===== config.mk =====
export PLATFORM = sky130hd
export DESIGN_NAME = flash_bus_host
export DESIGN_NICKNAME = d
export VERILOG_FILES = /design/src/rtl/flash_host_pkg.sv /design/src/rtl/timer_if.sv /design/src/rtl/flash_bus_host.sv /design/src/rtl/cycle_timer.sv
export SDC_FILE = /design/constraint.sdc
export NUM_CORES = 1
export LEC_CHECK = 0
export BUFFER_PORTS_ARGS = -buffer_cell sky130_fd_sc_hd__buf_2
export CAP_MARGIN = 0
export CORE_MARGIN = 2
export CORE_UTILIZATION = 55
export DETAILED_ROUTE_END_ITERATION = 6
export GPL_ROUTABILITY_DRIVEN = 0
export PLACE_DENSITY = 0.85
export SLEW_MARGIN = 5
export SYNTH_ARGS = -nofsm -noshare
export SYNTH_HDL_FRONTEND = slang
export SYNTH_HIERARCHICAL = 1
export SYNTH_SLANG_ARGS = --single-unit

===== constraint.sdc =====
create_clock -name core_clk -period 5.9 [get_ports core_clk]
set_clock_uncertainty 0.05 [all_clocks]
set_input_delay 0.295 -clock core_clk [delete_from_list [all_inputs] [get_ports core_clk]]
set_output_delay 0.295 -clock core_clk [all_outputs]
set_load 0.005 [all_outputs]

===== src/rtl/flash_host_pkg.sv =====
// Constants, types and the operation summary of the flash bus host controller.
//
// Operation
// - Host reads with select and output gate low, write strobe high, address valid.
// - Host writes with write strobe and select low, output gate held high.
// - Shortened program mode programs a location with two writes, not four.
// - High-voltage reset, write with bit6 low, bit1 high, bit0 low protects.
// - Same conditions with bit6 high unprotect the addressed sector.
package flash_host_pkg;

	// ----------------------------------------------------------------------
	// Clock and cycle timing
	// ----------------------------------------------------------------------
	localparam int CLK_PERIOD_PS = 25000;

	// Least time in nanoseconds to a whole number of cycles, rounded up.
	function automatic int min_cycles(input int ns);
		int c;
		c = (ns * 1000 + CLK_PERIOD_PS - 1) / CLK_PERIOD_PS;
		return (c < 1) ? 1 : c;
	endfunction : min_cycles

	localparam int ADDR_SETUP_NS = 25;
	localparam int READ_ACCESS_NS = 120;
	localparam int WRITE_PULSE_NS = 50;
	localparam int DATA_HOLD_NS = 25;
	localparam int RESET_PULSE_NS = 500;
	localparam int RECOVER_NS = 50;
	localparam int HV_SETUP_NS = 4000;
	localparam int PROTECT_PULSE_NS = 150000;
	localparam int ADDR_SETUP_CYC = min_cycles(ADDR_SETUP_NS);
	localparam int READ_ACCESS_CYC = min_cycles(READ_ACCESS_NS);
	localparam int WRITE_PULSE_CYC = min_cycles(WRITE_PULSE_NS);
	localparam int DATA_HOLD_CYC = min_cycles(DATA_HOLD_NS);
	localparam int RESET_PULSE_CYC = min_cycles(RESET_PULSE_NS);
	localparam int RECOVER_CYC = min_cycles(RECOVER_NS);
	localparam int HV_SETUP_CYC = min_cycles(HV_SETUP_NS);
	localparam int PROTECT_PULSE_CYC = min_cycles(PROTECT_PULSE_NS);
	// Two synchroniser stages sit between the data pins and the capture.
	localparam int SYNC_STAGES = 2;

	// ----------------------------------------------------------------------
	// Widths, field positions and values after reset
	// ----------------------------------------------------------------------
	localparam int TIMER_W = 13;
	localparam int ADDR_W = 20;
	localparam int DATA_W = 16;
	localparam int PROT_SEL_BIT = 6;
	localparam int PROT_HI_BIT = 1;
	localparam int PROT_LO_BIT = 0;
	localparam int LANE15_BIT = 15;
	localparam logic [15:0] LANES_NONE = 16'h0000;
	localparam logic [15:0] LANES_WORD = 16'hFFFF;
	localparam logic [15:0] LANES_BYTE = 16'h00FF;
	localparam logic [15:0] LANE_ADDR_LSB = 16'h8000;
	localparam logic [15:0] DATA_RESET = 16'h0000;
	localparam logic [19:0] ADDR_RESET = 20'h00000;

	// ----------------------------------------------------------------------
	// Operations and states
	// ----------------------------------------------------------------------
	typedef enum logic [2:0] {
		OP_READ,
		OP_ID_READ,
		OP_WRITE,
		OP_PROTECT,
		OP_UNPROTECT,
		OP_RESET
	} op_t;

	typedef enum logic [2:0] {
		ST_IDLE,
		ST_HV_SETUP,
		ST_SETUP,
		ST_READ,
		ST_WRITE,
		ST_HOLD,
		ST_RESET,
		ST_RECOVER
	} host_state_t;

endpackage : flash_host_pkg


===== src/rtl/timer_if.sv =====
// Load and expiry signals between the controller and its cycle timer.
`timescale 1ns/10ps
`default_nettype none
interface timer_if #(parameter int W = 13);
	logic load;
	logic [W-1:0] count;
	logic expired;
	modport ctrl (output load, output count, input expired);
	modport timer (input load, input count, output expired);
endinterface : timer_if
`default_nettype wire


===== src/rtl/flash_bus_host.sv =====
// Host controller that drives a parallel flash through its strobes and data pins.
`timescale 1ns/10ps
`default_nettype none
module flash_bus_host
	import flash_host_pkg::*;
#(
	parameter int PROTECT_CYC = PROTECT_PULSE_CYC,
	parameter int RESET_CYC = RESET_PULSE_CYC
) (
	// Clock, reset and freeze.
	input wire logic core_clk,
	input wire logic reset_n,
	input wire logic clk_en,
	// User request side.
	input wire logic req_valid,
	input wire op_t req_op,
	input wire logic [20:0] req_addr,
	input wire logic [15:0] req_wdata,
	input wire logic req_word,
	output logic req_ready,
	// User answer side.
	output logic rsp_valid,
	output logic [15:0] rsp_rdata,
	// Flash strobes and levels.
	output logic flash_ce_n,
	output logic flash_oe_n,
	output logic flash_we_n,
	output logic flash_reset_n,
	output logic high_voltage_level,
	output logic width_word,
	output logic [19:0] flash_addr,
	// Flash data pins, split into input, output and enable.
	input wire logic [15:0] dq_in,
	output logic [15:0] dq_out,
	output logic [15:0] dq_oe
);
	// ----------------------------------------------------------------------
	// State
	// ----------------------------------------------------------------------
	typedef struct packed {
		host_state_t st;
		op_t op;
		logic word;
		logic [15:0] wdata;
		logic ready;
		logic rsp_valid;
		logic [15:0] rdata;
		logic ce_n;
		logic oe_n;
		logic we_n;
		logic rst_n;
		logic hv;
		logic [19:0] addr;
		logic [15:0] dq_out;
		logic [15:0] dq_oe;
		logic [15:0] sync1;
		logic [15:0] sync2;
	} host_regs_t;

	localparam host_regs_t RESET_VAL = '{st: ST_IDLE, op: OP_READ, word: 1'b1,
		wdata: DATA_RESET, ready: 1'b1, rsp_valid: 1'b0, rdata: DATA_RESET,
		ce_n: 1'b1, oe_n: 1'b1, we_n: 1'b1, rst_n: 1'b1, hv: 1'b0,
		addr: ADDR_RESET, dq_out: DATA_RESET, dq_oe: LANES_NONE,
		sync1: DATA_RESET, sync2: DATA_RESET};

	host_regs_t s_reg;
	host_regs_t s_next;
	timer_if #(.W(TIMER_W)) tmr ();

	initial begin
		if (PROTECT_CYC < 1 || PROTECT_CYC >= (1 << TIMER_W)) $error("PROTECT_CYC out of range");
		if (RESET_CYC < 1 || RESET_CYC >= (1 << TIMER_W)) $error("RESET_CYC out of range");
	end

	cycle_timer #(.W(TIMER_W)) u_timer (
		.core_clk(core_clk),
		.reset_n(reset_n),
		.clk_en(clk_en),
		.tmr(tmr)
	);

	// Cycle count for a phase, cut to the timer width.
	function automatic logic [TIMER_W-1:0] cyc(input int n);
		return TIMER_W'(n);
	endfunction : cyc

	// Data lanes the host drives for a write: the low byte only in byte mode.
	function automatic logic [15:0] write_lanes(input logic word);
		return word ? LANES_WORD : LANES_BYTE;
	endfunction : write_lanes

	// ----------------------------------------------------------------------
	// Next state
	// ----------------------------------------------------------------------
	// One bus operation at a time; every phase length comes from the timer.
	always_comb begin
		s_next = s_reg;
		tmr.load = 1'b0;
		tmr.count = cyc(1);
		s_next.rsp_valid = 1'b0;
		// Data pins cross into this clock through two flops.
		s_next.sync1 = dq_in;
		s_next.sync2 = s_reg.sync1;
		unique case (s_reg.st)
			ST_IDLE: begin
				if (req_valid) begin
					s_next.ready = 1'b0;
					s_next.op = req_op;
					s_next.word = req_word;
					s_next.wdata = req_wdata;
					// Word mode takes address 19..0, byte mode shifts in the extra low bit.
					s_next.addr = req_word ? req_addr[19:0] : req_addr[20:1];
					s_next.dq_out = req_word ? DATA_RESET : {req_addr[0], 15'h0000};
					// In byte mode pin 15 carries the least address bit for a whole read or write; protect and reset float it.
					s_next.dq_oe = req_word ? LANES_NONE : LANE_ADDR_LSB;
					tmr.load = 1'b1;
					unique case (req_op)
						OP_RESET: begin
							// Reset pulse floats and idles every other pin.
							s_next.rst_n = 1'b0;
							s_next.dq_oe = LANES_NONE;
							tmr.count = cyc(RESET_CYC);
							s_next.st = ST_RESET;
						end
						OP_PROTECT, OP_UNPROTECT: begin
							// Select bits force protect or unprotect on the sector address.
							s_next.addr[PROT_HI_BIT] = 1'b1;
							s_next.addr[PROT_LO_BIT] = 1'b0;
							s_next.addr[PROT_SEL_BIT] = (req_op == OP_UNPROTECT);
							s_next.hv = 1'b1;
							s_next.dq_oe = LANES_NONE;
							tmr.count = cyc(HV_SETUP_CYC);
							s_next.st = ST_HV_SETUP;
						end
						default: begin
							s_next.ce_n = 1'b0;
							tmr.count = cyc(ADDR_SETUP_CYC);
							s_next.st = ST_SETUP;
						end
					endcase
				end
			end
			ST_HV_SETUP: begin
				if (tmr.expired) begin
					s_next.ce_n = 1'b0;
					tmr.load = 1'b1;
					tmr.count = cyc(ADDR_SETUP_CYC);
					s_next.st = ST_SETUP;
				end
			end
			ST_SETUP: begin
				if (tmr.expired) begin
					tmr.load = 1'b1;
					if (s_reg.op == OP_READ || s_reg.op == OP_ID_READ) begin
						// Read: output gate low, write strobe stays high.
						s_next.oe_n = 1'b0;
						tmr.count = cyc(READ_ACCESS_CYC + SYNC_STAGES + 1);
						s_next.st = ST_READ;
					end else begin
						// Write or sector protect: write strobe low, output gate high.
						s_next.we_n = 1'b0;
						if (s_reg.op == OP_WRITE) begin
							s_next.dq_out[7:0] = s_reg.wdata[7:0];
							if (s_reg.word) begin
								s_next.dq_out = s_reg.wdata;
							end
							s_next.dq_oe = s_reg.dq_oe | write_lanes(s_reg.word);
						end
						tmr.count = s_reg.hv ? cyc(PROTECT_CYC) : cyc(WRITE_PULSE_CYC);
						s_next.st = ST_WRITE;
					end
				end
			end
			ST_READ: begin
				if (tmr.expired) begin
					// Identification codes and byte reads use the low eight lanes only.
					if (s_reg.word && s_reg.op == OP_READ) begin
						s_next.rdata = s_reg.sync2;
					end else begin
						s_next.rdata = {8'h00, s_reg.sync2[7:0]};
					end
					s_next.oe_n = 1'b1;
					s_next.ce_n = 1'b1;
					s_next.dq_oe = LANES_NONE;
					s_next.rsp_valid = 1'b1;
					tmr.load = 1'b1;
					tmr.count = cyc(RECOVER_CYC);
					s_next.st = ST_RECOVER;
				end
			end
			ST_WRITE: begin
				if (tmr.expired) begin
					// Each write is one bus cycle, so a two-write program is two requests.
					s_next.we_n = 1'b1;
					tmr.load = 1'b1;
					tmr.count = cyc(DATA_HOLD_CYC);
					s_next.st = ST_HOLD;
				end
			end
			ST_HOLD: begin
				if (tmr.expired) begin
					s_next.ce_n = 1'b1;
					s_next.hv = 1'b0;
					s_next.dq_oe = LANES_NONE;
					s_next.rsp_valid = 1'b1;
					tmr.load = 1'b1;
					tmr.count = cyc(RECOVER_CYC);
					s_next.st = ST_RECOVER;
				end
			end
			ST_RESET: begin
				if (tmr.expired) begin
					s_next.rst_n = 1'b1;
					s_next.rsp_valid = 1'b1;
					tmr.load = 1'b1;
					tmr.count = cyc(RECOVER_CYC);
					s_next.st = ST_RECOVER;
				end
			end
			ST_RECOVER: begin
				if (tmr.expired) begin
					s_next.ready = 1'b1;
					s_next.st = ST_IDLE;
				end
			end
		endcase
		// Timer loads only count while the clock enable lets state move.
		if (!clk_en) begin
			tmr.load = 1'b0;
		end
	end

	// State register, frozen while the clock enable is low.
	always_ff @(posedge core_clk) begin
		if (!reset_n) begin
			s_reg <= RESET_VAL;
		end else if (clk_en) begin
			s_reg <= s_next;
		end
	end

	// ----------------------------------------------------------------------
	// Outputs
	// ----------------------------------------------------------------------
	// Every output is a field of the state register.
	assign req_ready = s_reg.ready;
	assign rsp_valid = s_reg.rsp_valid;
	assign rsp_rdata = s_reg.rdata;
	assign flash_ce_n = s_reg.ce_n;
	assign flash_oe_n = s_reg.oe_n;
	assign flash_we_n = s_reg.we_n;
	assign flash_reset_n = s_reg.rst_n;
	assign high_voltage_level = s_reg.hv;
	assign width_word = s_reg.word;
	assign flash_addr = s_reg.addr;
	assign dq_out = s_reg.dq_out;
	assign dq_oe = s_reg.dq_oe;
endmodule : flash_bus_host
`default_nettype wire


===== src/rtl/cycle_timer.sv =====
// Down counter that marks the last cycle of a timed bus phase.
`timescale 1ns/10ps
`default_nettype none
module cycle_timer
	import flash_host_pkg::*;
#(
	parameter int W = TIMER_W
) (
	// Clock, reset and freeze.
	input wire logic core_clk,
	input wire logic reset_n,
	input wire logic clk_en,
	// Controller side.
	timer_if.timer tmr
);
	typedef struct packed {
		logic [W-1:0] cnt;
	} timer_state_t;

	timer_state_t s_reg;
	timer_state_t s_next;

	initial begin
		if (W < 2) $error("cycle_timer width too small");
	end

	// A load of N makes the phase last N cycles; expiry marks its last one.
	always_comb begin
		s_next = s_reg;
		if (tmr.load) begin
			s_next.cnt = tmr.count - W'(1);
		end else if (s_reg.cnt != '0) begin
			s_next.cnt = s_reg.cnt - W'(1);
		end
	end

	assign tmr.expired = (s_reg.cnt == '0);

	// State register, frozen while the clock enable is low.
	always_ff @(posedge core_clk) begin
		if (!reset_n) begin
			s_reg <= '0;
		end else if (clk_en) begin
			s_reg <= s_next;
		end
	end
endmodule : cycle_timer
`default_nettype wire


* Word level (Yosys, flattened, before mapping)
Cells that the tools add are included.
Cells by class: add/subtract/negate cells 2, equal/unequal tests 29, mux-type cells 55, bitwise gates (word level) 1, reduce and logical (&&, ||, !) cells 34
Operators with widths (number):
- $mux W16 | 7
- $mux W32 | 3
- $mux W13 | 6
- $mux W54 | 1
- $pmux W16 S3 | 1
- $pmux W13 S3 | 1
- $pmux W16 S2 | 1
- $reduce_and A7 Y1 | 4
- $ne A2 B2 Y1 const B | 13
- $sub A13 B1 Y13 const B | 2
- $mux W24 | 1
- $mux W20 | 1
- $reduce_and A5 Y1 | 4
- $mux W19 | 1
- $eq A3 B3 Y1 const B | 6
- $mux W3 | 6
- $pmux W3 S6 | 1
- $or A16 B16 Y16 | 1
- $pmux W8 S2 | 1
- $pmux W1 S2 | 7
- $reduce_bool A2 Y1 | 7
- $logic_not A13 Y1 | 1
- $reduce_bool A13 Y1 | 1
- $eq A3 B2 Y1 const B | 4
- other kinds (18) | 40
Storage, ports and cells: flip-flop bits (word level) 143, input bits 61, word-level logic and storage cells 140

* Logic depth before layout (Yosys ltp)
depth in word-level cells 7, depth in mapped cells 19

* Modules after synthesis
Netlist, hierarchy kept.
By module, submodules not included:
- flash_bus_host | instances 1, cells each 615, area an instance 5551.6 um^2
- cycle_timer | instances 1, cells each 144, area an instance 1117.3 um^2

* Worst setup path before layout
Ideal clock, no wire load.
path kind register to register, start point reg u_timer/s_reg[8] in the netlist's numbering, end point reg u_timer/s_reg[6] in the netlist's numbering, library setup time 0.116 ns, arrival time 4.878 ns, slack 0.856 ns, cell stages (with the launch flop) 20, buffers on the path 6, cells stage by stage dfxtp_1 > buf_6 > or3_1 > or4_4 > nor3_1 > clkbuf_1 > nand2_1 > o22ai_1 > nor2b_1 > clkbuf_1 > buf_1 > buf_2 > buf_1 > mux2i_1 > ha_1 > inv_1 > a221oi_1 > mux2i_1 > a21oi_1 > a31o_2
On the way: cells in the longest elaborated chain, start to end 6, elaborated cells on any way between the ends 12
Ends and longest elaborated chain:
- from (decl) | line cycle_timer.sv:20 | timer_state_t s_reg;
- from (signal assigned) | line cycle_timer.sv:44 | s_reg <= s_next;
- $logic_not A13 Y1 (*) | line cycle_timer.sv:37 | assign tmr.expired = (s_reg.cnt == '0);
- via tmr.expired | line timer_if.sv:7 | logic expired;
- $mux W1 (*)
- $pmux W1 S2 (*) | line flash_bus_host.sv:104 | unique case (s_reg.st)
- $mux W1 (*) | line flash_bus_host.sv:228 | if (!clk_en) begin
- via tmr.load | line timer_if.sv:5 | logic load;
- $reduce_bool A2 Y1 (no source line)
- $reduce_and A2 Y1 (no source line)
The timed path passes the listed nets; every way through them passes the cells marked *. A chain may end at the register's enable or synchronous reset.

* Final worst setup path
Ends and elaborated chain as after synthesis.

==> summary.md <==
| Metric | Value |
|---|---|
| Status | `finished, final reports clean` |
| Number of synthesized flops with an enable pin | `0` |
| Total number of vias | `5549` |
| Router iterations before antenna repair | `5` |
| Reg2Reg Setup Slack | `around 1100 ps` |
| Die W | `114.1 um` |
| Pwr Total | `3152 uW` |
| Crit end category | `flop` |
| Initial antenna violation count | `0` |
| Ys flop type | `dfxtp_1` |
| Startpoint types | `flop` |
| DR DRC count | `0` |
| Sequential area share after synthesis | `40.83%` |
| Max-cap violations | `0` |
| DPL Wire Length | `9.756 mm` |
| Min Hold Slack | `60.42 ps` |
| Worst vdd ir | `0.3400 mV` |
| N_diodes | `0` |
| Avg Vias per Cell | `5.756` |
| Drt wl/cell | `roughly 15 um` |
| Core area | `11910 um2` |
| Area Overhead vs Synth | `12.93%` |
| Share of layout cells above drive strength 1 | `23.87%` |
| Clk buf depth | `2` |
| Worst-margin pin slew | `1000 ps` |
| Post-CTS Hold Fix Bufs | `0` |
| RSZ-0062 raised after global routing | `no` |
| Crit path required time | `6160 ps` |
| Post-cts gate resize count | `0` |
| Total die area | `13020 um2` |
| TritonCTS clock tree | `yes` |
| DP Worst Slack | `1224 ps` |
| Clock Pin Slew Worst Setup and Hold Paths | `60 ps` |
| Die Ht | `114.1 um` |
| Pleak | `0.003267 uW` |
| Final Cycle Share | `between 80 and 90%` |
| Fin worst setup slack | `1117 ps` |
| Max reg flops | `38` |
| Final Slew Violations | `0` |
| Setup tns final | `0 ps` |
| Achievable Freq | `approximately 210 MHz` |
| Endpoints failing setup | `0` |
| Clock sinks | `136` |
| Min-delay worst type | `input pin to flop` |
| CP Class | `flop to flop` |
| Initial Util | `55.99%` |
| Fin. Hold Viols | `0` |
| Starting DRT DRC Count | `between 600 and 700` |
| Multi-input logic area | `~3200 um2` |
| Cell Area, Synth | `6669 um2` |
| Fillers | `1024` |
| Seq. cell area | `about 2700 um2` |
| Most frequent cells in the layout | `dfxtp_1 (136), buf_2 (136), nor2_1 (88), mux2i_1 (67), nand2_1 (63)` |
| First-pass GRT wire length | `24.56 mm` |
| Highest net fanout along the worst path | `16` |
| Worst skew pair latency | `410 ps` |
| Post-DRT Antenna Nets | `0` |
| Headroom to the max-slew limit | `about a third` |
| Syn Inst Count | `759` |
| YS warnings | `6` |
| Syn avg cell area | `8.786 um2` |
| Fraction of registers with async set/reset | `0%` |
| Power Density | `418.6 nW/um2` |
| CP Data Arrival Time | `about 5000 ps` |
| Port Buffer Count | `136` |
| FP Rows | `40` |
| Num ports | `137` |
| Largest net degree at the start of global routing | `63` |
| Synth Register Bits | `between 100 and 150` |
| Final wirelength | `14.85 mm` |
| Postcts setup bufs | `0` |
| TritonCTS buffer count | `17` |
| Unique masters post-synth | `78` |
| Crit path time final | `roughly 4800 ps` |
| GR Overflow Total | `0` |
| Vias in the first global route | `just over 5000` |
| Cell at the root of the clock tree | `clkbuf_16` |
| Final net count | `about 870` |
| Gr usage total | `23.33%` |
| H-tree depth | `4` |
## cell usage after synthesis, drive strengths merged (4+ instances only)
library cell  instances  area, um2
nor2b                 4      25.02
nor3b                 6      56.31
a22oi                11      82.58
o21a                 11      90.08
nor4                  4      31.28
or3                   5      31.28
dfxtp               136       2723
buf                  94      646.9
o211ai                5      42.54
a31oi                 7      50.05
nand2                64      242.7
a21oi                50      250.2
nand3b                4      30.03
inv                  12      45.04
nor3                 13      65.06
clkbuf               23      86.33
o21ai                21      105.1
mux2i                67      670.6
nor2                 89      336.6
or3b                  5      43.80
a211oi               19      142.6
nand3                21      105.1
nand2b               20      125.1
xor2                  4      35.03
## worst max-delay path, cell delays in order (launching register included)
cell      delay [ps]
dfxtp_1          370
or3_1            420
or4_4            540
nor3_1           170
buf_4            200
nand2_1          150
o22ai_1          380
nor2b_2          630
mux2i_1          370
ha_1             280
inv_1            120
a221oi_1         420
mux2i_1          250
a21oi_1           80
a31o_2           230
## path summary, 6_finish.rpt
| kind | depth (start not counted) | endpoint | start |
|---|---|---|---|
| worst max-delay path | 14 | u_timer/s_reg[6] | u_timer/s_reg[8] |
| worst min-delay path | 3 | s_next[1] | dq_in[1] |
| worst max register to register | 14 | u_timer/s_reg[6] | u_timer/s_reg[8] |
| worst min register to register | 2 | s_reg[119] | s_reg[119] |
## where the power goes
| part | leakage (uW) | total [uW] | internal (uW) | switching (uW) |
|---|---|---|---|---|
| registers | 0.00111 | 1100 | 1010 | 87.9 |
| logic | 0.00183 | 870 | 355 | 515 |
| clock network | 0.000323 | 1180 | 778 | 404 |
## logic make-up after synthesis
logic type      after synthesis  synth area share (%)
fa+ha+maj                     1                0.1876
compound gates              164                 17.52
xor+xnor                      6                0.7880
simple gates                253                 18.56
flops                       136                 40.83
mux                          69                 10.39
other cells                   1               0.05623
buf+inv                     129                 11.67
## per-stage QoR
stage               instances  utilization [%]  area [um2]
CTS                       964            63.22        7531
global placement          933            57.64        6865
global route              964            63.22        7531
detailed placement        933            57.64        6865
floorplan                 760                -        6673
finish                    964            63.22        7531
## routing by layer
metal | track usage [%] | up-vias | wire (um) | part of all wire, %
li1 | - | 2713 | - | -
met1 | 29.59 | 2584 | 6541 | 44
met2 | 37.34 | 219 | 6891 | 46
met3 | 8.311 | 33 | 1140 | 7.7
met4 | 7.317 | 0 | 277 | 1.9
met5 | 0 | - | 0 | 0
## final cells by class
cell class | instances | area share (%)
multi-input combinational | 495 | 42.22
inverter | 12 | 0.6147
clock inverter | 12 | 2.824
sequential | 136 | 36.15
tap | 147 | 2.442
timing repair buffer | 143 | 9.736
clock buffer | 19 | 6.014
No activity file was read; power rests on OpenSTA's default activity.
